## src/rtl/uart_msr_pkg.sv

```systemverilog
// shared constants for the modem status and baud configuration block
// assumes byte-wide register access with a small offset space
package uart_msr_pkg;
	// ----------------------------------------
	// register offsets
	// ----------------------------------------
	localparam logic [4:0] OFF_DIV_LOW = 5'h00;
	localparam logic [4:0] OFF_DIV_HIGH = 5'h01;
	localparam logic [4:0] OFF_SAMPLE = 5'h02;
	localparam logic [4:0] OFF_LINE_CTRL = 5'h03;
	localparam logic [4:0] OFF_MODEM_CTRL = 5'h04;
	localparam logic [4:0] OFF_MODEM_STAT = 5'h06;
	localparam logic [4:0] OFF_SPECIAL = 5'h07;
	localparam logic [4:0] OFF_RX_COUNT = 5'h15;
	localparam logic [4:0] OFF_TX_COUNT = 5'h16;
	// ----------------------------------------
	// field positions
	// ----------------------------------------
	localparam int LCR_DIV_ACCESS = 7;
	localparam int MCR_DTR = 0;
	localparam int MCR_RTS = 1;
	localparam int MCR_AUX_ONE = 2;
	localparam int MCR_AUX_TWO = 3;
	localparam int MCR_LOOPBACK = 4;
	localparam int SFR_FORCE_TX = 0;
	localparam int SFR_AUTO_DSR = 1;
	localparam int SFR_ENHANCED = 5;
	localparam int SFR_RX_SEL = 6;
	localparam int SFR_TX_SEL = 7;
	// ----------------------------------------
	// reset values and masks
	// ----------------------------------------
	localparam logic [7:0] RST_BYTE = 8'h00;
	localparam logic [7:0] SFR_WR_MASK = 8'hF3;
	localparam logic [7:0] MCR_WR_MASK = 8'h1F;
	localparam logic [7:0] SAMPLE_WR_MASK = 8'h0F;
	// ----------------------------------------
	// oversampling decode
	// ----------------------------------------
	localparam logic [4:0] SC_BASE = 5'h10;
	localparam logic [3:0] SC_MAX_CODE = 4'hC;
endpackage

```

## src/rtl/baud_cfg_if.sv

```systemverilog
// carrier between register file and baud rate generator
// assumes both ends share clk_i
`timescale 1ns/1ps
`default_nettype none
interface baud_cfg_if;
	logic [15:0] divisor;
	logic [3:0] sample_code;
	logic sample_tick;
	logic bit_tick;
	logic div_invalid;
	modport gen (input divisor, input sample_code, output sample_tick, output bit_tick,
		output div_invalid);
	modport user (output divisor, output sample_code, input sample_tick, input bit_tick,
		input div_invalid);
endinterface
`default_nettype wire

```

## src/rtl/modem_delta.sv

```systemverilog
// one modem input: level history and sticky change flag
// assumes level_i is already synchronous to clk_i
`timescale 1ns/1ps
`default_nettype none
module modem_delta #(
	parameter bit RISE_ONLY = 1'b0
) (
	input wire logic clk_i,
	input wire logic rst_i,
	input wire logic level_i,
	input wire logic clear_i,
	output logic level_o,
	output logic flag_o
);
	logic prev_q;
	logic flag_q;
	logic event_w;

	// a ring indicator only counts its low to high edge
	assign event_w = RISE_ONLY ? (level_i & ~prev_q) : (level_i ^ prev_q);

	// --------------------------------
	// history and flag
	// --------------------------------
	// set beats clear so a change during the read is kept
	always_ff @(posedge clk_i or posedge rst_i) begin
		if (rst_i) begin
			prev_q <= 1'b0;
			flag_q <= 1'b0;
		end else begin
			prev_q <= level_i;
			flag_q <= event_w | (flag_q & ~clear_i);
		end
	end

	assign level_o = prev_q;
	assign flag_o = flag_q;
endmodule
`default_nettype wire

```

## src/rtl/baud_gen.sv

```systemverilog
// baud rate generator: divisor prescale then oversample count
// assumes settings change only while the line is idle
`timescale 1ns/1ps
`default_nettype none
module baud_gen
	import uart_msr_pkg::*;
(
	input wire logic clk_i,
	input wire logic rst_i,
	baud_cfg_if.gen cfg
);
	logic [15:0] div_cnt_q;
	logic [4:0] smp_cnt_q;
	logic [4:0] smp_total_w;
	logic div_zero_w;
	logic div_wrap_w;
	logic smp_wrap_w;

	// --------------------------------
	// decode
	// --------------------------------
	// reserved codes fall back to sixteen samples
	assign smp_total_w = (cfg.sample_code > SC_MAX_CODE) ? SC_BASE
		: SC_BASE - {1'b0, cfg.sample_code};
	assign div_zero_w = (cfg.divisor == 16'h0000);
	assign div_wrap_w = ~div_zero_w & (div_cnt_q >= cfg.divisor - 16'h0001);
	assign smp_wrap_w = div_wrap_w & (smp_cnt_q >= smp_total_w - 5'h01);

	// --------------------------------
	// counters
	// --------------------------------
	// zero divisor stalls everything rather than ticking every cycle
	always_ff @(posedge clk_i or posedge rst_i) begin
		if (rst_i) begin
			div_cnt_q <= 16'h0000;
			smp_cnt_q <= 5'h00;
		end else if (div_zero_w) begin
			div_cnt_q <= 16'h0000;
			smp_cnt_q <= 5'h00;
		end else begin
			div_cnt_q <= div_wrap_w ? 16'h0000 : div_cnt_q + 16'h0001;
			if (div_wrap_w) begin
				smp_cnt_q <= smp_wrap_w ? 5'h00 : smp_cnt_q + 5'h01;
			end
		end
	end

	assign cfg.sample_tick = div_wrap_w;
	assign cfg.bit_tick = smp_wrap_w;
	assign cfg.div_invalid = div_zero_w;
endmodule
`default_nettype wire

```

## src/rtl/uart_msr_baud.sv

```systemverilog
// modem status capture, special functions and baud configuration of one channel
// assumes a byte register port and modem pins synchronous-capable to clk_i
`timescale 1ns/1ps
`default_nettype none
module uart_msr_baud (
	input wire logic clk_i,
	input wire logic rst_i,
	// register port
	input wire logic [4:0] reg_addr_i,
	input wire logic reg_wr_i,
	input wire logic reg_rd_i,
	input wire logic [7:0] reg_wdata_i,
	output logic [7:0] reg_rdata_o,
	output logic data_reg_access_o,
	// modem pins
	input wire logic cts_i,
	input wire logic dsr_i,
	input wire logic ri_i,
	input wire logic dcd_i,
	output logic dtr_n_o,
	output logic rts_n_o,
	// datapath side
	input wire logic [7:0] rx_fifo_fill_count_i,
	input wire logic [7:0] tx_fifo_fill_count_i,
	input wire logic [7:0] line_status_err_count_i,
	input wire logic tx_flow_hold_i,
	input wire logic rx_room_i,
	output logic tx_enable_o,
	output logic enhanced_mode_o,
	output logic sample_tick_o,
	output logic bit_tick_o,
	output logic divisor_invalid_o
);
	import uart_msr_pkg::*;

	// carrier to the baud generator; both ends run on clk_i
	baud_cfg_if cfg ();

	logic [7:0] div_low_q;
	logic [7:0] div_high_q;
	logic [7:0] sample_q;
	logic [7:0] line_control_reg_q;
	logic [7:0] modem_ctrl_q;
	logic [7:0] special_q;
	logic [7:0] rdata_q;
	logic [7:0] rdata_d;
	logic [3:0] sync1_q;
	logic [3:0] sync2_q;
	logic [3:0] level_in_w;
	logic [3:0] level_w;
	logic [3:0] delta_w;
	logic hit_div_low_w;
	logic hit_div_high_w;
	logic hit_sample_w;
	logic hit_line_w;
	logic hit_modem_w;
	logic hit_status_w;
	logic hit_special_w;
	logic hit_tx_count_w;
	logic div_access_w;
	logic low_off_w;
	logic wr_div_low_w;
	logic wr_div_high_w;
	logic wr_sample_w;
	logic wr_line_w;
	logic wr_modem_w;
	logic wr_special_w;
	logic msr_read_w;
	logic loopback_w;
	logic [7:0] modem_status_w;
	logic [7:0] count15_w;
	logic [7:0] count16_w;

	// ----------------------------------------
	// address decode
	// ----------------------------------------
	// offset map as the host sees it, steering bit clear / set:
	// 00h data path / divisor low byte
	// 01h data path / divisor high byte
	// 02h data path / sample code, bits 7:4 read zero
	// 03h line control, only bit 7 acts inside this block
	// 04h modem control: dtr, rts, aux one, aux two, loopback
	// 05h line status lives in the data path and reads zero here
	// 06h modem status: change flags low, live levels high
	// 07h special functions: force, auto dsr/dtr, mode, selects
	// 15h error count or rx fill count, read only
	// 16h tx fill count or the sample code again
	// every other offset reads zero and ignores writes
	//
	// one named hit per offset except 15h, so the write and read decodes agree
	assign hit_div_low_w = (reg_addr_i == OFF_DIV_LOW);
	assign hit_div_high_w = (reg_addr_i == OFF_DIV_HIGH);
	assign hit_sample_w = (reg_addr_i == OFF_SAMPLE);
	assign hit_line_w = (reg_addr_i == OFF_LINE_CTRL);
	assign hit_modem_w = (reg_addr_i == OFF_MODEM_CTRL);
	assign hit_status_w = (reg_addr_i == OFF_MODEM_STAT);
	assign hit_special_w = (reg_addr_i == OFF_SPECIAL);
	assign hit_tx_count_w = (reg_addr_i == OFF_TX_COUNT);

	// divisor access bit decides who owns offsets 00h to 02h
	assign div_access_w = line_control_reg_q[LCR_DIV_ACCESS];
	assign low_off_w = hit_div_low_w | hit_div_high_w | hit_sample_w;
	// the data path still sees its own cycles; this block only flags them
	assign data_reg_access_o = low_off_w & ~div_access_w & (reg_wr_i | reg_rd_i);
	assign wr_div_low_w = reg_wr_i & div_access_w & hit_div_low_w;
	assign wr_div_high_w = reg_wr_i & div_access_w & hit_div_high_w;
	// sample code also reachable at 16h when that offset is not the tx count
	assign wr_sample_w = reg_wr_i & ((div_access_w & hit_sample_w)
		| (~special_q[SFR_TX_SEL] & hit_tx_count_w));
	assign wr_line_w = reg_wr_i & hit_line_w;
	assign wr_modem_w = reg_wr_i & hit_modem_w;
	assign wr_special_w = reg_wr_i & hit_special_w;
	// a read clears the flags even when the host discards its data
	assign msr_read_w = reg_rd_i & hit_status_w;

	// ----------------------------------------
	// configuration registers
	// ----------------------------------------
	// reserved bits are masked on the way in, so reads need no extra logic
	// a write and a read in one cycle: the read sees the old value
	// line control keeps all eight bits for the data path; only bit 7 acts here
	always_ff @(posedge clk_i or posedge rst_i) begin
		if (rst_i) begin
			div_low_q <= RST_BYTE;
			div_high_q <= RST_BYTE;
			sample_q <= RST_BYTE;
			line_control_reg_q <= RST_BYTE;
			modem_ctrl_q <= RST_BYTE;
			special_q <= RST_BYTE;
		end else begin
			if (wr_div_low_w) begin
				div_low_q <= reg_wdata_i;
			end
			if (wr_div_high_w) begin
				div_high_q <= reg_wdata_i;
			end
			if (wr_sample_w) begin
				sample_q <= reg_wdata_i & SAMPLE_WR_MASK;
			end
			if (wr_line_w) begin
				line_control_reg_q <= reg_wdata_i;
			end
			if (wr_modem_w) begin
				modem_ctrl_q <= reg_wdata_i & MCR_WR_MASK;
			end
			if (wr_special_w) begin
				special_q <= reg_wdata_i & SFR_WR_MASK;
			end
		end
	end

	// ----------------------------------------
	// modem input capture
	// ----------------------------------------
	// order in all 4-bit vectors: cts, dsr, ri, dcd
	// two flops before any edge logic so one pin edge makes one event
	// cost: a pin change reaches the status byte three cycles later
	// reset to zero: a line already high at release reports one change
	always_ff @(posedge clk_i or posedge rst_i) begin
		if (rst_i) begin
			sync1_q <= 4'h0;
			sync2_q <= 4'h0;
		end else begin
			sync1_q <= {dcd_i, ri_i, dsr_i, cts_i};
			sync2_q <= sync1_q;
		end
	end

	// loopback swaps ri and dcd for the auxiliary outputs
	// cts and dsr stay on their pins in loopback
	assign loopback_w = modem_ctrl_q[MCR_LOOPBACK];
	assign level_in_w = {loopback_w ? modem_ctrl_q[MCR_AUX_TWO] : sync2_q[3],
		loopback_w ? modem_ctrl_q[MCR_AUX_ONE] : sync2_q[2],
		sync2_q[1], sync2_q[0]};

	// one tracker per line; only ri counts rising edges alone
	// the parameter picks the edge kind; set beats the read clear inside
	genvar g;
	generate
		for (g = 0; g < 4; g++) begin : g_line
			if (g == 2) begin : g_rise
				modem_delta #(.RISE_ONLY(1'b1)) u_delta (
					.clk_i(clk_i),
					.rst_i(rst_i),
					.level_i(level_in_w[g]),
					.clear_i(msr_read_w),
					.level_o(level_w[g]),
					.flag_o(delta_w[g])
				);
			end else begin : g_any
				modem_delta #(.RISE_ONLY(1'b0)) u_delta (
					.clk_i(clk_i),
					.rst_i(rst_i),
					.level_i(level_in_w[g]),
					.clear_i(msr_read_w),
					.level_o(level_w[g]),
					.flag_o(delta_w[g])
				);
			end
		end
	endgenerate

	// status byte: flags in 3:0, live levels in 7:4, in the order
	// cts, dsr, ri, dcd from the low bit up; levels come from the history
	// flop, so a flag and its level always describe the same sample
	assign modem_status_w = {level_w, delta_w};

	// ----------------------------------------
	// read mux
	// ----------------------------------------
	// both counters are plain pass-throughs; the data path owns them
	assign count15_w = special_q[SFR_RX_SEL] ? line_status_err_count_i
		: rx_fifo_fill_count_i;
	assign count16_w = special_q[SFR_TX_SEL] ? tx_fifo_fill_count_i : sample_q;

	// low offsets read zero when the data path owns them
	// unmapped offsets fall to the default branch and read zero
	always_comb begin
		rdata_d = 8'h00;
		case (reg_addr_i)
			OFF_DIV_LOW: rdata_d = div_access_w ? div_low_q : 8'h00;
			OFF_DIV_HIGH: rdata_d = div_access_w ? div_high_q : 8'h00;
			OFF_SAMPLE: rdata_d = div_access_w ? sample_q : 8'h00;
			OFF_LINE_CTRL: rdata_d = line_control_reg_q;
			OFF_MODEM_CTRL: rdata_d = modem_ctrl_q;
			OFF_MODEM_STAT: rdata_d = modem_status_w;
			OFF_SPECIAL: rdata_d = special_q;
			OFF_RX_COUNT: rdata_d = count15_w;
			OFF_TX_COUNT: rdata_d = count16_w;
			default: rdata_d = 8'h00;
		endcase
	end

	// read data lands one cycle after the read strobe
	// held between reads so a slow host can pick it up later
	always_ff @(posedge clk_i or posedge rst_i) begin
		if (rst_i) begin
			rdata_q <= 8'h00;
		end else if (reg_rd_i) begin
			rdata_q <= rdata_d;
		end
	end

	assign reg_rdata_o = rdata_q;

	// ----------------------------------------
	// baud generator
	// ----------------------------------------
	// divisor and code feed the counters directly; a change mid-frame
	// stretches or cuts one bit, so software should change them while idle
	// a zero divisor is flagged rather than ticking every clock
	assign cfg.divisor = {div_high_q, div_low_q};
	assign cfg.sample_code = sample_q[3:0];

	baud_gen u_baud (
		.clk_i(clk_i),
		.rst_i(rst_i),
		.cfg(cfg)
	);

	assign sample_tick_o = cfg.sample_tick;
	assign bit_tick_o = cfg.bit_tick;
	assign divisor_invalid_o = cfg.div_invalid;

	// ----------------------------------------
	// flow control and mode outputs
	// ----------------------------------------
	// force overrides every hold; auto mode also waits for dsr
	// force wins even over auto dsr, so a silent peer cannot stall the line
	assign tx_enable_o = special_q[SFR_FORCE_TX]
		| (~tx_flow_hold_i & (~special_q[SFR_AUTO_DSR] | level_w[1]));
	// auto mode drops dtr when the receiver has no room
	// no hysteresis on rx_room_i: dtr follows every change of it
	assign dtr_n_o = special_q[SFR_AUTO_DSR] ? ~rx_room_i
		: ~modem_ctrl_q[MCR_DTR];
	assign rts_n_o = ~modem_ctrl_q[MCR_RTS];
	// mode bit only leaves the block; the data path acts on it
	assign enhanced_mode_o = special_q[SFR_ENHANCED];
endmodule
`default_nettype wire

```

## config.mk

```make
export PLATFORM = sky130hd
export DESIGN_NAME = uart_msr_baud
export DESIGN_NICKNAME = d
export VERILOG_FILES = /design/src/rtl/uart_msr_pkg.sv /design/src/rtl/baud_cfg_if.sv /design/src/rtl/modem_delta.sv /design/src/rtl/baud_gen.sv /design/src/rtl/uart_msr_baud.sv
export SDC_FILE = /design/constraint.sdc
export NUM_CORES = 1
export LEC_CHECK = 0
export ABC_AREA = 1
export ABC_CLOCK_PERIOD_IN_PS = 4500
export BUFFER_PORTS_ARGS = -buffer_cell sky130_fd_sc_hd__buf_2
export CORE_MARGIN = 1
export CORE_UTILIZATION = 60
export CTS_CLUSTER_DIAMETER = 30
export DETAILED_ROUTE_END_ITERATION = 10
export PLACE_DENSITY = 0.81
export SLEW_MARGIN = 5
export SYNTH_ARGS = -nofsm -noshare
export SYNTH_HDL_FRONTEND = slang
export SYNTH_SLANG_ARGS = --single-unit
```

## constraint.sdc

```tcl
create_clock -name clk_i -period 4.5 [get_ports clk_i]
set_input_delay 0.225 -clock clk_i [delete_from_list [all_inputs] [get_ports clk_i]]
set_output_delay 0.225 -clock clk_i [all_outputs]
set_load 0.02 [all_outputs]
```

-- After elaboration in Yosys (flattened, before gate mapping)
Cells that the tools add are included.
W data, S select, Z words.
- register bits after elaboration: 84
- latch bits: 0
- RAM bits: 0
- bits in read-only memories: 0
- bits of input ports: 47
- output and inout port bits: 16
- memories kept: 0
- $add $sub $neg: 5
- multipliers: 0
- div/mod/pow operators: 0
- magnitude comparators: 3
- equal/unequal tests: 8
- shifts and indexed selects: 0
- muxes and demuxes: 15
- bitwise logic cells: 43
- reductions and logical operators: 3
- operator list (cell ; number):
    $pmux W8 S9 ; 1
    $mux W16 ; 2
    $mux W8 ; 4
    $and A1 B1 Y1 ; 20
    $mux W5 ; 4
    $add A16 B1 Y16 const B ; 1
    $ge A16 B16 Y1 ; 1
    $logic_not A16 Y1 ; 1
    $sub A16 B1 Y16 const B ; 1
    $eq A5 B3 Y1 const B ; 3
    $eq A5 B2 Y1 const B ; 2
    $eq A5 B5 Y1 const B ; 2
    $not A1 Y1 ; 10
    $or A1 B1 Y1 ; 10
    $add A5 B1 Y5 const B ; 1
    $eq A5 B1 Y1 const B ; 1
    $ge A5 B5 Y1 ; 1
    $logic_not A5 Y1 ; 1
    $sub A5 B1 Y5 const B ; 1
    $sub A5 B4 Y5 const A ; 1
    $gt A4 B4 Y1 const B ; 1
    $mux W4 ; 1
    $mux W1 ; 3
    $xor A1 B1 Y1 ; 3
    $reduce_bool A2 Y1 ; 1

-- Depth between registers and ports, before layout
Gate-level depths: netlist (run 1).
- word-level depth: 8
- mapped depth: 18
- depth with buffers taken out: 17

-- By module
Synthesis (run 1) repeated with hierarchy kept, for this count alone.
- cell total of the unflattened synthesis: 737
- area, all modules: 5352.6 sq um
- modules (own cells, without submodules) (module ; instances ; cells each ; area an instance (sq um) ; seq. area each (sq um)):
    uart_msr_baud ; 1 ; 403 ; 2897.8 ; 1376.3
    baud_gen ; 1 ; 296 ; 2138.3 ; 525.5
    modem_delta at g_line[0].g_any.u_delta ... ; 3 ; 10 ; 81.3 ; 50.0
    modem_delta at g_line[2].g_rise.u_delta ; 1 ; 8 ; 72.6 ; 50.0

-- Worst setup path before layout (run 1)
No wires, ideal clock.
- kind: flip-flop to output port
- start point: reg div_low_q[2]
- end point: out bit_tick_o
- data arrival time: 2561 ps
- data required time: 4275 ps
- setup slack: 1714 ps
- cell stages (with the launch flop): 16
- cells stage by stage: dfrtp_1 -> nor2_1 -> nand2_1 -> nor2_2 -> nand2_1 -> nor2_2 -> nand3b_1 -> xor2_1 -> inv_1 -> ha_1 -> nand2_1 -> nor4_1 -> nand2_1 -> nand2_2 -> inv_2 -> nor3_1
- longest elaborated chain between the ends: 4
- ends and longest elaborated chain (element ; RTL line ; text):
    start: declaration ; uart_msr_baud.sv:39 ; logic [7:0] div_low_q;
    start signal: assignment ; uart_msr_baud.sv:132 ; div_low_q <= reg_wdata_i;
    $sub A16 B1 Y16 or $logic_not A16 Y1 (tied branches) ; baud_gen.sv:26, baud_gen.sv:25 ;
    $ge A16 B16 Y1 or $not A1 Y1 (tied branches) ; baud_gen.sv:26 ; assign div_wrap_w = ~div_zero_w & (div_cnt_q >= cfg.divisor - 16'h0001);
    $and A1 B1 Y1 (*) ; baud_gen.sv:26 ;
    $and A1 B1 Y1 (*) ; baud_gen.sv:27 ; assign smp_wrap_w = div_wrap_w & (smp_cnt_q >= smp_total_w - 5'h01);
    end: declaration ; uart_msr_baud.sv:31 ; output logic bit_tick_o,
Mark *: on every way between the ends. The rest lies on a longest branch, timed or not.

-- Worst setup path after layout (run 1)
Ends and elaborated chain as after synthesis.

==> flow_metrics.env, run 1 <==
export IMPL_cp_arrival_ns=3.22
export IMPL_drv_cap=0
export IMPL_max_freq_mhz=290
export IMPL_place_gp_congestion=0.844
export IMPL_worstReg2RegStart="div_low_q[2]"
export IMPL_synthSimpleGateAreaFrac_pct=28.8
export IMPL_crit_top_cell="nand2_1"
export IMPL_hold_depth=3
export IMPL_finalMaxSlewViolations=0
export IMPL_grt_busiest_layer="met2"
export IMPL_htreeDepth=3
export IMPL_min_from="reg_rd_i"
export IMPL_cts_buffer_depth=2
export IMPL_fill_cells=687
export IMPL_grt_util_all_layers_pct=30.2
export IMPL_synth_adder_area_share_pct=6.70
export IMPL_p_leak_nw=3.00
export IMPL_path_class="flop to output port"
export IMPL_core_rowCount=33
export IMPL_cp_end_kind="output port"
export IMPL_grtUsageMet2_pct=49.4
export IMPL_rrSetupSlack_ns=1.49
export IMPL_setup_viol=0
export IMPL_grt_overflow_total=0
export IMPL_critPathSlowestCell="dfrtp_1"
export IMPL_die_y_um=93.7
export IMPL_ios=63
export IMPL_post_drt_wl_per_cell_um=14.9
export IMPL_rsz0062_at_grt="false"
export IMPL_clock_latency_ns=0.38
export IMPL_syn_inst=656
export IMPL_ys_seq_area_share_pct=41.7
export IMPL_ctsResizeCount=0
export IMPL_period_share_pct=76.5
export IMPL_crit_family="simple AND/OR/NAND/NOR gates"
export IMPL_final_setup_tns_ns=0
export IMPL_drc=0
export IMPL_drt_pass1_iter_count=5
export IMPL_cts_tree="done"
export IMPL_synth_cell_type_count=34
export IMPL_antenna_diode_count=0
export IMPL_min_path_type="input port to flop"
export IMPL_crit_chain="nor2_1, nand2_1, nor2_2, nand2_1, nor2_2, nand3b_1, xor2_1, inv_1, ha_1, nand2_1, nor4_1, nand2_1, nand2_2, inv_2, nor3_1, buf_2"
export IMPL_dp_hpwl_mm=9.32
export IMPL_worst_slew_pin_slew_ns=0.756
export IMPL_clock_skew_ns=0.0197
export IMPL_antenna_found_initial=0
export IMPL_path_max_fanout=8
export IMPL_grt_pass1_wl_mm=20.1
export IMPL_vias=4590
export IMPL_core_area_mm2=0.00818
export IMPL_worst_path_buf_inv=3
export IMPL_drive_above_1_share_pct=15.0
export IMPL_clk_pin_slew_worst_paths_ns=0.11
export IMPL_synthMuxAreaShare_pct=0.422
export IMPL_nets=797
export IMPL_die_area_mm2=0.00877
export IMPL_power_density_mw_per_mm2=371
export IMPL_start_kind="flop"
export IMPL_grtUsageMet3_pct=5.58
export IMPL_io_buffers=62
export IMPL_via_per_inst=5.51
export IMPL_place_ws_ns=1.49
export IMPL_postSynthNetCount=730
export IMPL_status="completed"
export IMPL_slew_headroom_pct=49.1
export IMPL_avgSynthCellArea_um2=7.68
export IMPL_critPathRequiredTime_ns=4.28
export IMPL_cts_sinks=84
export IMPL_ys_ff_latch=84
export IMPL_cts_setup_buffers=0
export IMPL_period_minus_slack_ns=3.44
export IMPL_grt_util_met1_pct=40.6
export IMPL_multi_input_area_mm2=0.00261
export IMPL_netlist_area_mm2=0.00504
export IMPL_regArea_mm2=0.00210
export IMPL_ant_nets=0
export IMPL_floorplan_initialDensity_pct=61.6
export IMPL_drt_initial_drc_count=309
export IMPL_min_to="reg_rdata_o[3]"
export IMPL_wl_mm=12.4
export IMPL_cts_buffers=9
export IMPL_synth_xor_area_share_pct=6.26
export IMPL_syn_to_final_growth_pct=12.1
export IMPL_reg2reg_depth=16
export IMPL_die_x_um=93.7
export IMPL_yosysWarnings=0
export IMPL_synth_compound_area_share_pct=9.48
export IMPL_grt_max_degree=53
export IMPL_max_vdd_ir_drop_uv=205
export IMPL_finalHoldViolCount=0
export IMPL_finalWorstSetupSlack_ns=1.06
export IMPL_r2r_end="u_baud.div_cnt_q[10]"
export IMPL_grt_pass1_vias=4254
export IMPL_synth_top_family_by_area="simple AND/OR/NAND/NOR gates"
export IMPL_root_buffer="clkbuf_8"
export IMPL_cpPeakStageDelay_ns=0.45
-- metrics by stage --
| stage | area (µm²) | util (%) | std cells | hold slack, ns | power (mW) |
|---|---|---|---|---|---|
| floorplan | 5040 | - | 656 | 0.256 | 1.42 |
| global placement | 5420 | 66.3 | 812 | 0.279 | 1.53 |
| detailed placement | 5420 | 66.3 | 812 | 0.285 | 1.58 |
| CTS | 5650 | 69.1 | 833 | 0.144 | 2.09 |
| global route | 5650 | 69.1 | 833 | 0.153 | 2.24 |
| finish | 5650 | 69.1 | 833 | 0.152 | 2.10 |
-- synthesized netlist by cell type (all sizes together) --
| master | number | area [µm²] |
|---|---|---|
| nand3b | 1 | 7.51 |
| clkinv | 2 | 7.51 |
| o22ai | 2 | 12.5 |
| nand4 | 7 | 43.8 |
| xor2 | 24 | 210 |
| inv | 67 | 251 |
| ha | 27 | 338 |
| nor3 | 12 | 81.3 |
| a22oi | 1 | 7.51 |
| nor4 | 2 | 12.5 |
| nand3 | 40 | 205 |
| o21ai | 63 | 345 |
| a21oi | 18 | 90.1 |
| clkbuf | 5 | 20.0 |
| nor2 | 73 | 309 |
| buf | 7 | 53.8 |
| mux2i | 1 | 10.0 |
| nand2 | 204 | 793 |
| xnor2 | 12 | 105 |
| o21bai | 3 | 22.5 |
| mux2 | 1 | 11.3 |
| dfrtp | 84 | 2100 |
-- worst max path at each step --
stage | startpoint | endpoint | slack [ns] | depth (start not counted)
6_report | div_low_q[2] | bit_tick_o | 1.06 | 16
5_1_grt | div_low_q[2] | bit_tick_o | 0.72 | 16
4_1_cts | div_low_q[2] | bit_tick_o | 1.09 | 16
3_5_place_dp | sample_q[0] | bit_tick_o | 1.49 | 14
3_3_place_gp | sample_q[0] | bit_tick_o | 1.69 | 14
2_1_floorplan | div_low_q[2] | bit_tick_o | 1.71 | 15
-- registers in the layout, indices dropped and copies added (netlist names) --
signal                         flops
u_baud.div_cnt_q                  16
div_high_q                         8
div_low_q                          8
line_control_reg_q                 8
reg_rdata_o                        8
special_q                          6
modem_ctrl_q                       5
u_baud.smp_cnt_q                   5
sample_q                           4
sync1_q                            4
sync2_q                            4
g_line.g_any.u_delta.flag_o        3
g_line.g_any.u_delta.level_o       3
g_line.g_rise.u_delta.flag_o       1
g_line.g_rise.u_delta.level_o      1
-- area by class of cell --
cell class,count,area share [%]
well taps,105,2.33
clock buffers,9,2.19
clock inverters,7,1.02
flip-flops and latches,84,37.2
multi-input cells,491,46.1
inverters,69,4.61
repair buffers,68,6.51
-- layout by cell type (no fill, tap or decap), drive strengths merged --
master and count:
xnor2 12, o21bai 3, o22ai 2, dlygate4sd3 5, ha 27, mux2 1, o21ai 63, clkinv 4
nor4 2, nand2 204, mux2i 1, clkbuf 9, nand4 7, buf 63, inv 69, dfrtp 84
nand3 40, a21oi 18, clkinvlp 3, a22oi 1, nor3 12, nand3b 1, xor2 24, nor2 73
-- power breakdown --
group | switching [mW] | leakage, nW | internal [mW]
logic | 0.420 | 1.82 | 0.246
clock network | 0.309 | 0.0829 | 0.207
registers | 0.0837 | 1.09 | 0.830
total | 0.813 | 3.00 | 1.28
-- layer usage --
layer  up-vias  routed length [µm]
li1       2244                   -
met1      2151                5490
met2       170                5870
met3        25                 853
met4         0                 236
met5         -                   0
-- worst reg2reg max path: cells and delay by family (launching register included) --
kind | cells | cell delay, ns
adder cells (fa/ha/maj) | 1 | 0.30
flip-flops | 1 | 0.45
buffers and inverters | 2 | 0.18
XOR/XNOR | 1 | 0.21
AND/OR/NAND/NOR | 12 | 1.75
-- cell families (layout without fill, tap and decap cells) --
kind of cell,after synthesis,in the layout
DFF,84,84
AOI/OAI and AO/OA,87,87
muxes,2,2
and+or+nand+nor,339,339
xor gates and xnor gates,36,36
buffers and inverters,81,153
adders and majority gates,27,27
-- what timing repair did --
action                                  CTS  global route
endpoints found under the setup margin    0             0
hold endpoints to repair                 36             0
hold buffers                              5             0
Note: power is estimated with default switching activity, not from simulation.
==> inputs of run 2 (changes only) <==
- ABC_CLOCK_PERIOD_IN_PS: 4500 -> 3400
- CORE_UTILIZATION: 60 -> 59
- PLACE_DENSITY: 0.81 -> 0.8
- clock period: 4.5 -> 3.4 ns (I/O delays scaled with it)
==> flow_metrics.env, run 2 (same netlist as run 1, synthesis figures left out) <==
export IMPL_status="completed"
export IMPL_grt_max_degree=44
export IMPL_drive_above_1_share_pct=17.7
export IMPL_finalHoldViolCount=0
export IMPL_drt_initial_drc_count=339
export IMPL_worstReg2RegStart="div_low_q[6]"
export IMPL_clk_pin_slew_worst_paths_ns=0.11
export IMPL_crit_top_cell="ha_1"
export IMPL_max_vdd_ir_drop_uv=362
export IMPL_fill_cells=681
export IMPL_dpl_cell_area_mm2=0.00542
export IMPL_clock_latency_ns=0.37
export IMPL_post_drt_wl_per_cell_um=15.0
export IMPL_cp_arrival_ns=3.06
export IMPL_finish_utilization_pct=70.1
export IMPL_top_register="u_baud.div_cnt_q"
export IMPL_cts_buffers=9
export IMPL_core_rowCount=33
export IMPL_drc=0
export IMPL_die_x_um=94.4
export IMPL_max_freq_mhz=310
export IMPL_antenna_found_initial=0
export IMPL_min_to="reg_rdata_o[5]"
export IMPL_cpPeakStageDelay_ns=0.40
export IMPL_largest_reg_flops=16
export IMPL_final_cell_area_mm2=0.00579
export IMPL_reg2reg_depth=16
export IMPL_power_density_mw_per_mm2=515
export IMPL_nets=805
export IMPL_layout_commonest_cell="nand2_1"
export IMPL_final_setup_tns_ns=0
export IMPL_min_path_type="input port to flop"
export IMPL_grt_pass1_wl_mm=20.1
export IMPL_grt_util_met1_pct=40.7
export IMPL_antenna_diode_count=0
export IMPL_critPathRequiredTime_ns=3.23
export IMPL_ios=63
export IMPL_rrSetupSlack_ns=0.53
export IMPL_period_minus_slack_ns=3.23
export IMPL_path_max_fanout=5
export IMPL_die_area_mm2=0.00892
export IMPL_grtUsageMet2_pct=46.7
export IMPL_syn_to_final_growth_pct=14.8
export IMPL_place_gp_congestion=0.945
export IMPL_floorplan_initialDensity_pct=61.0
export IMPL_setup_viol=0
export IMPL_regArea_mm2=0.00211
export IMPL_finalMaxSlewViolations=0
export IMPL_drt_pass1_iter_count=5
export IMPL_path_class="flop to output port"
export IMPL_stdcell_count=841
export IMPL_htreeDepth=3
export IMPL_vias=4664
export IMPL_p_leak_nw=3.06
export IMPL_grtUsageMet3_pct=5.96
export IMPL_cts_tree="done"
export IMPL_io_buffers=62
export IMPL_via_per_inst=5.55
export IMPL_grt_pass1_vias=4301
export IMPL_multi_input_area_mm2=0.00263
export IMPL_min_from="tx_fifo_fill_count_i[5]"
export IMPL_ant_nets=0
export IMPL_die_y_um=94.4
export IMPL_start_kind="flop"
export IMPL_root_buffer="clkbuf_8"
export IMPL_critPathSlowestCell="dfrtp_1"
export IMPL_grt_overflow_total=0
export IMPL_slew_headroom_pct=49.4
export IMPL_crit_chain="inv_1, ha_1, inv_1, nand3_1, nand2_1, ha_1, nand3_1, xor2_1, ha_1, a21oi_1, o21ai_0, nor3_2, nor3_1, buf_2"
export IMPL_period_share_pct=94.9
export IMPL_r2r_end="u_baud.div_cnt_q[5]"
export IMPL_finalWorstSetupSlack_ns=0.172
export IMPL_clock_skew_ns=0.0167
export IMPL_wl_mm=12.6
export IMPL_grt_busiest_layer="met2"
export IMPL_cts_sinks=84
export IMPL_drv_cap=0
export IMPL_grt_util_all_layers_pct=29.4
export IMPL_numPlacedInstances=813
export IMPL_dp_hpwl_mm=9.04
export IMPL_core_area_mm2=0.00826
export IMPL_cp_end_kind="output port"
export IMPL_hold_depth=5
export IMPL_place_ws_ns=0.496
export IMPL_layout_common_cells="nand2_1, dfrtp_1, nor2_1, buf_2, inv_1"
export IMPL_worst_slew_pin_slew_ns=0.758
export IMPL_cts_buffer_depth=2
[run 2: changes by cell type in the layout (fill, tap and decap cells not counted), moves of 2 or more]
| cell | change |
|---|---|
| nor3_1 | -2 |
| inv_2 | +2 |
| bufinv_16 | +2 |
| inv_1 | -2 |
| clkinvlp_4 | -2 |
| nor2_2 | +3 |
| dfrtp_1 | -3 |
| dfrtp_2 | +3 |
| buf_4 | +8 |
| nor3_2 | +2 |
| nor2_1 | -3 |
[run 2: how the worst max path moves through the flow]
stage                       from    endpoint  slack, ns
CTS                 div_low_q[0]  bit_tick_o       0.04
finish               sample_q[0]  bit_tick_o       0.17
global route        div_low_q[5]  bit_tick_o      -0.05
floorplan           div_low_q[2]  bit_tick_o       0.67
global placement     sample_q[0]  bit_tick_o       0.63
detailed placement   sample_q[0]  bit_tick_o       0.50
[run 2: layout make-up]
cell class	count	share of cell area (%)
repair buffers	76	7.39
well taps	105	2.27
inverters	69	4.50
multi-input cells	491	45.5
clock buffers	9	2.14
flip-flops and latches	84	36.4
clock inverters	7	1.82
[run 2: through the flow]
stage               hold slack (ns)  power (mW)
floorplan                     0.201        1.87
CTS                           0.104        2.92
global route                  0.105        3.16
detailed placement            0.280        2.09
global placement              0.279        2.03
finish                        0.103        2.98
[run 2: what timing repair did]
action	4_1_cts	5_1_grt
endpoints found under the hold margin	45	0
endpoints found under the setup margin	1	2
pin swaps	0	5
setup buffers	0	7
hold buffers	5	0
resized for setup	1	13
[run 2: report_power, final]
part	internal (mW)	leakage (nW)	switching, mW
Sequential	1.10	1.09	0.116
Clock	0.427	0.113	0.412
Combinational	0.352	1.86	0.576
[run 2: routing by layer]
metal  vias up  wire length [µm]  share of wire [%]
li1       2251                 -                  -
met1      2202              5560                 44
met2       184              6020                 48
met3        27               787                6.2
met4         0               236                1.9
met5         -                 0                  0
[run 2: critical path, delay by kind of cell (launching register included)]
family	cells	cell delay [ns]
and+or+nand+nor	5	0.77
adders and majority gates	3	0.75
DFF	1	0.40
buffers and inverters	3	0.34
AOI/OAI and AO/OA	2	0.28
xor gates and xnor gates	1	0.16
==> inputs of run 3 (changes only) <==
- ABC_CLOCK_PERIOD_IN_PS: 3400 -> 3300
- CORE_UTILIZATION: 59 -> 60
- CTS_BUF_LIST: default -> sky130_fd_sc_hd__clkbuf_8
- PLACE_DENSITY: 0.8 -> 0.81
- clock period: 3.4 -> 3.3 ns (I/O delays scaled with it)
==> flow_metrics.env, run 3 (same netlist as run 1, synthesis figures left out) <==
export IMPL_p_int_mw=1.80
export IMPL_ios=63
export IMPL_status="completed"
export IMPL_worst_slew_pin_slew_ns=1.14
export IMPL_grt_pass1_vias=4301
export IMPL_cts_buffers=9
export IMPL_nets=811
export IMPL_ant_nets=0
export IMPL_antenna_diode_count=0
export IMPL_grt_busiest_layer="met2"
export IMPL_die_y_um=93.7
export IMPL_cts_tree="done"
export IMPL_min_path_type="input port to async pin"
export IMPL_core_area_mm2=0.00818
export IMPL_htreeDepth=3
export IMPL_start_kind="flop"
export IMPL_crit_top_cell="nor2_2"
export IMPL_largest_reg_flops=16
export IMPL_root_buffer="clkbuf_8"
export IMPL_combinationalPowerShare_pct=32.7
export IMPL_vias=4692
export IMPL_max_vdd_ir_drop_uv=304
export IMPL_core_rowCount=33
export IMPL_cts_buffer_depth=2
export IMPL_final_setup_tns_ns=0
export IMPL_multi_input_area_mm2=0.00265
export IMPL_worst_path_buf_inv=2
export IMPL_die_x_um=93.7
export IMPL_drive_above_1_share_pct=19.0
export IMPL_critPathRequiredTime_ns=3.13
export IMPL_cts_sinks=84
export IMPL_grt_overflow_total=0
export IMPL_swShare_pct=39.2
export IMPL_wl_mm=12.6
export IMPL_slew_headroom_pct=23.7
export IMPL_cp_end_kind="output port"
export IMPL_critPathSlowestCell="dfrtp_2"
export IMPL_regArea_mm2=0.00211
export IMPL_crit_chain="nor2_2, nand2_2, nor2_2, nand2_1, nor2_2, nand2_2, nor2_2, xnor2_1, ha_1, nand2_1, nor4_2, nand2_1, nand2_4, inv_2, nor3_2, buf_4"
export IMPL_syn_to_final_growth_pct=15.4
export IMPL_p_leak_nw=3.09
export IMPL_io_buffers=62
export IMPL_path_max_fanout=8
export IMPL_crit_family="simple AND/OR/NAND/NOR gates"
export IMPL_grtUsageMet2_pct=48.2
export IMPL_dp_hpwl_mm=9.23
export IMPL_fill_cells=637
export IMPL_finalHoldViolCount=0
export IMPL_drc=0
export IMPL_drv_cap=0
export IMPL_cp_arrival_ns=3.02
export IMPL_layout_commonest_cell="nand2_1"
export IMPL_cpPeakStageDelay_ns=0.46
export IMPL_place_gp_congestion=0.956
export IMPL_drt_pass1_iter_count=5
export IMPL_period_minus_slack_ns=3.19
export IMPL_period_share_pct=96.6
export IMPL_grt_util_all_layers_pct=29.5
export IMPL_path_class="flop to output port"
export IMPL_finish_utilization_pct=71.2
export IMPL_drt_initial_drc_count=321
export IMPL_die_area_mm2=0.00877
export IMPL_clock_skew_ns=0.0148
export IMPL_grt_util_met1_pct=39.7
export IMPL_grt_pass1_wl_mm=19.8
export IMPL_power_switching_mw=1.16
export IMPL_top_register="u_baud.div_cnt_q"
export IMPL_numPlacedInstances=813
export IMPL_grt_max_degree=69
export IMPL_clk_pin_slew_worst_paths_ns=0.10
export IMPL_stdcell_count=847
export IMPL_via_per_inst=5.54
export IMPL_post_drt_wl_per_cell_um=14.8
export IMPL_layout_common_cells="nand2_1, dfrtp_1, nor2_1, inv_1, buf_2"
export IMPL_finalMaxSlewViolations=0
export IMPL_setup_viol=0
export IMPL_clock_latency_ns=0.38
export IMPL_floorplan_initialDensity_pct=61.6
export IMPL_antenna_found_initial=0
export IMPL_grtUsageMet3_pct=5.10
export IMPL_max_freq_mhz=314
export IMPL_clock_power_share_pct=25.3
export IMPL_power_share_sequential_pct=42.0
export IMPL_power_density_mw_per_mm2=510
[run 3: changes by cell type in the layout (fill, tap and decap cells not counted), moves of 2 or more]
cell       previous run  this run
buf_4                 9        17
inv_8                 1         3
dfrtp_1              81        79
dfrtp_2               3         5
bufinv_16             2         0
[run 3: power by group through the flow]
| stage | Combinational (mW) | Clock, mW | Sequential [mW] |
|---|---|---|---|
| 2_1_floorplan | 0.701 | 0 | 1.23 |
| 3_3_place_gp | 0.832 | 0 | 1.26 |
| 3_5_place_dp | 0.895 | 0 | 1.27 |
| 4_1_cts | 0.909 | 0.753 | 1.25 |
| 5_1_grt | 1.09 | 0.796 | 1.26 |
| 6_report | 0.969 | 0.751 | 1.25 |
[run 3: final timing paths]
path / from / end / slack (ns) / cells past startpoint
min in group clk_i: tx_fifo_fill_count_i[5] / reg_rdata_o[5] / 0.09 / 5
max in group asynchronous: rst_i / special_q[0] / 2.43 / 3
worst min register to register: sync1_q[3] / sync2_q[3] / 0.36 / 0
worst max register to register: div_low_q[2] / u_baud.div_cnt_q[10] / 0.44 / 16
worst max-delay path: div_low_q[2] / bit_tick_o / 0.11 / 16
worst min-delay path: rst_i / sync2_q[1] / 0.04 / 2
[run 3: worst reg2reg max path, stage by stage (launching register included)]
cell and delay (ns):
dfrtp_2 0.46, nor2_2 0.16, nand2_2 0.10, nor2_2 0.13, nand2_1 0.10, nor2_2 0.18
nand3b_1 0.12, xor2_1 0.15, inv_1 0.06, ha_1 0.29, a21oi_1 0.15, o21ai_0 0.12
a21oi_2 0.17, nand2_4 0.08, inv_2 0.14, nand2_2 0.21, nor2_1 0.19
[run 3: routing by layer]
| metal | vias to the layer above | part of all wire (%) |
|---|---|---|
| met5 | - | 0 |
| met4 | 0 | 2.0 |
| met3 | 30 | 7.4 |
| met2 | 197 | 47 |
| met1 | 2201 | 43 |
| li1 | 2264 | - |
[run 3: metrics by stage]
stage | hold slack (ns) | total power [mW] | area, µm² | setup WS, ns
floorplan | 0.196 | 1.93 | 5040 | 0.574
global placement | 0.274 | 2.09 | 5420 | 0.614
detailed placement | 0.275 | 2.16 | 5420 | 0.357
CTS | 0.0687 | 2.91 | 5670 | 0.00634
global route | 0.115 | 3.14 | 5820 | -0.0866
finish | 0.0433 | 2.97 | 5820 | 0.111
[run 3: layout make-up]
class                           count  area share, %
Multi-Input combinational cell    491           45.5
Sequential cell                    84           36.2
Timing Repair Buffer               82           8.13
Inverter                           69           4.47
Tap cell                          105           2.26
Clock buffer                        9           2.13
Clock inverter                      7           1.31
[run 3: timing repair]
item                       CTS  global route
gates resized for setup      2            17
hold endpoints to repair     4             0
pin swaps                    0             8
buffers inserted             0            14
setup endpoints to repair    1             2
hold buffers                 4             0
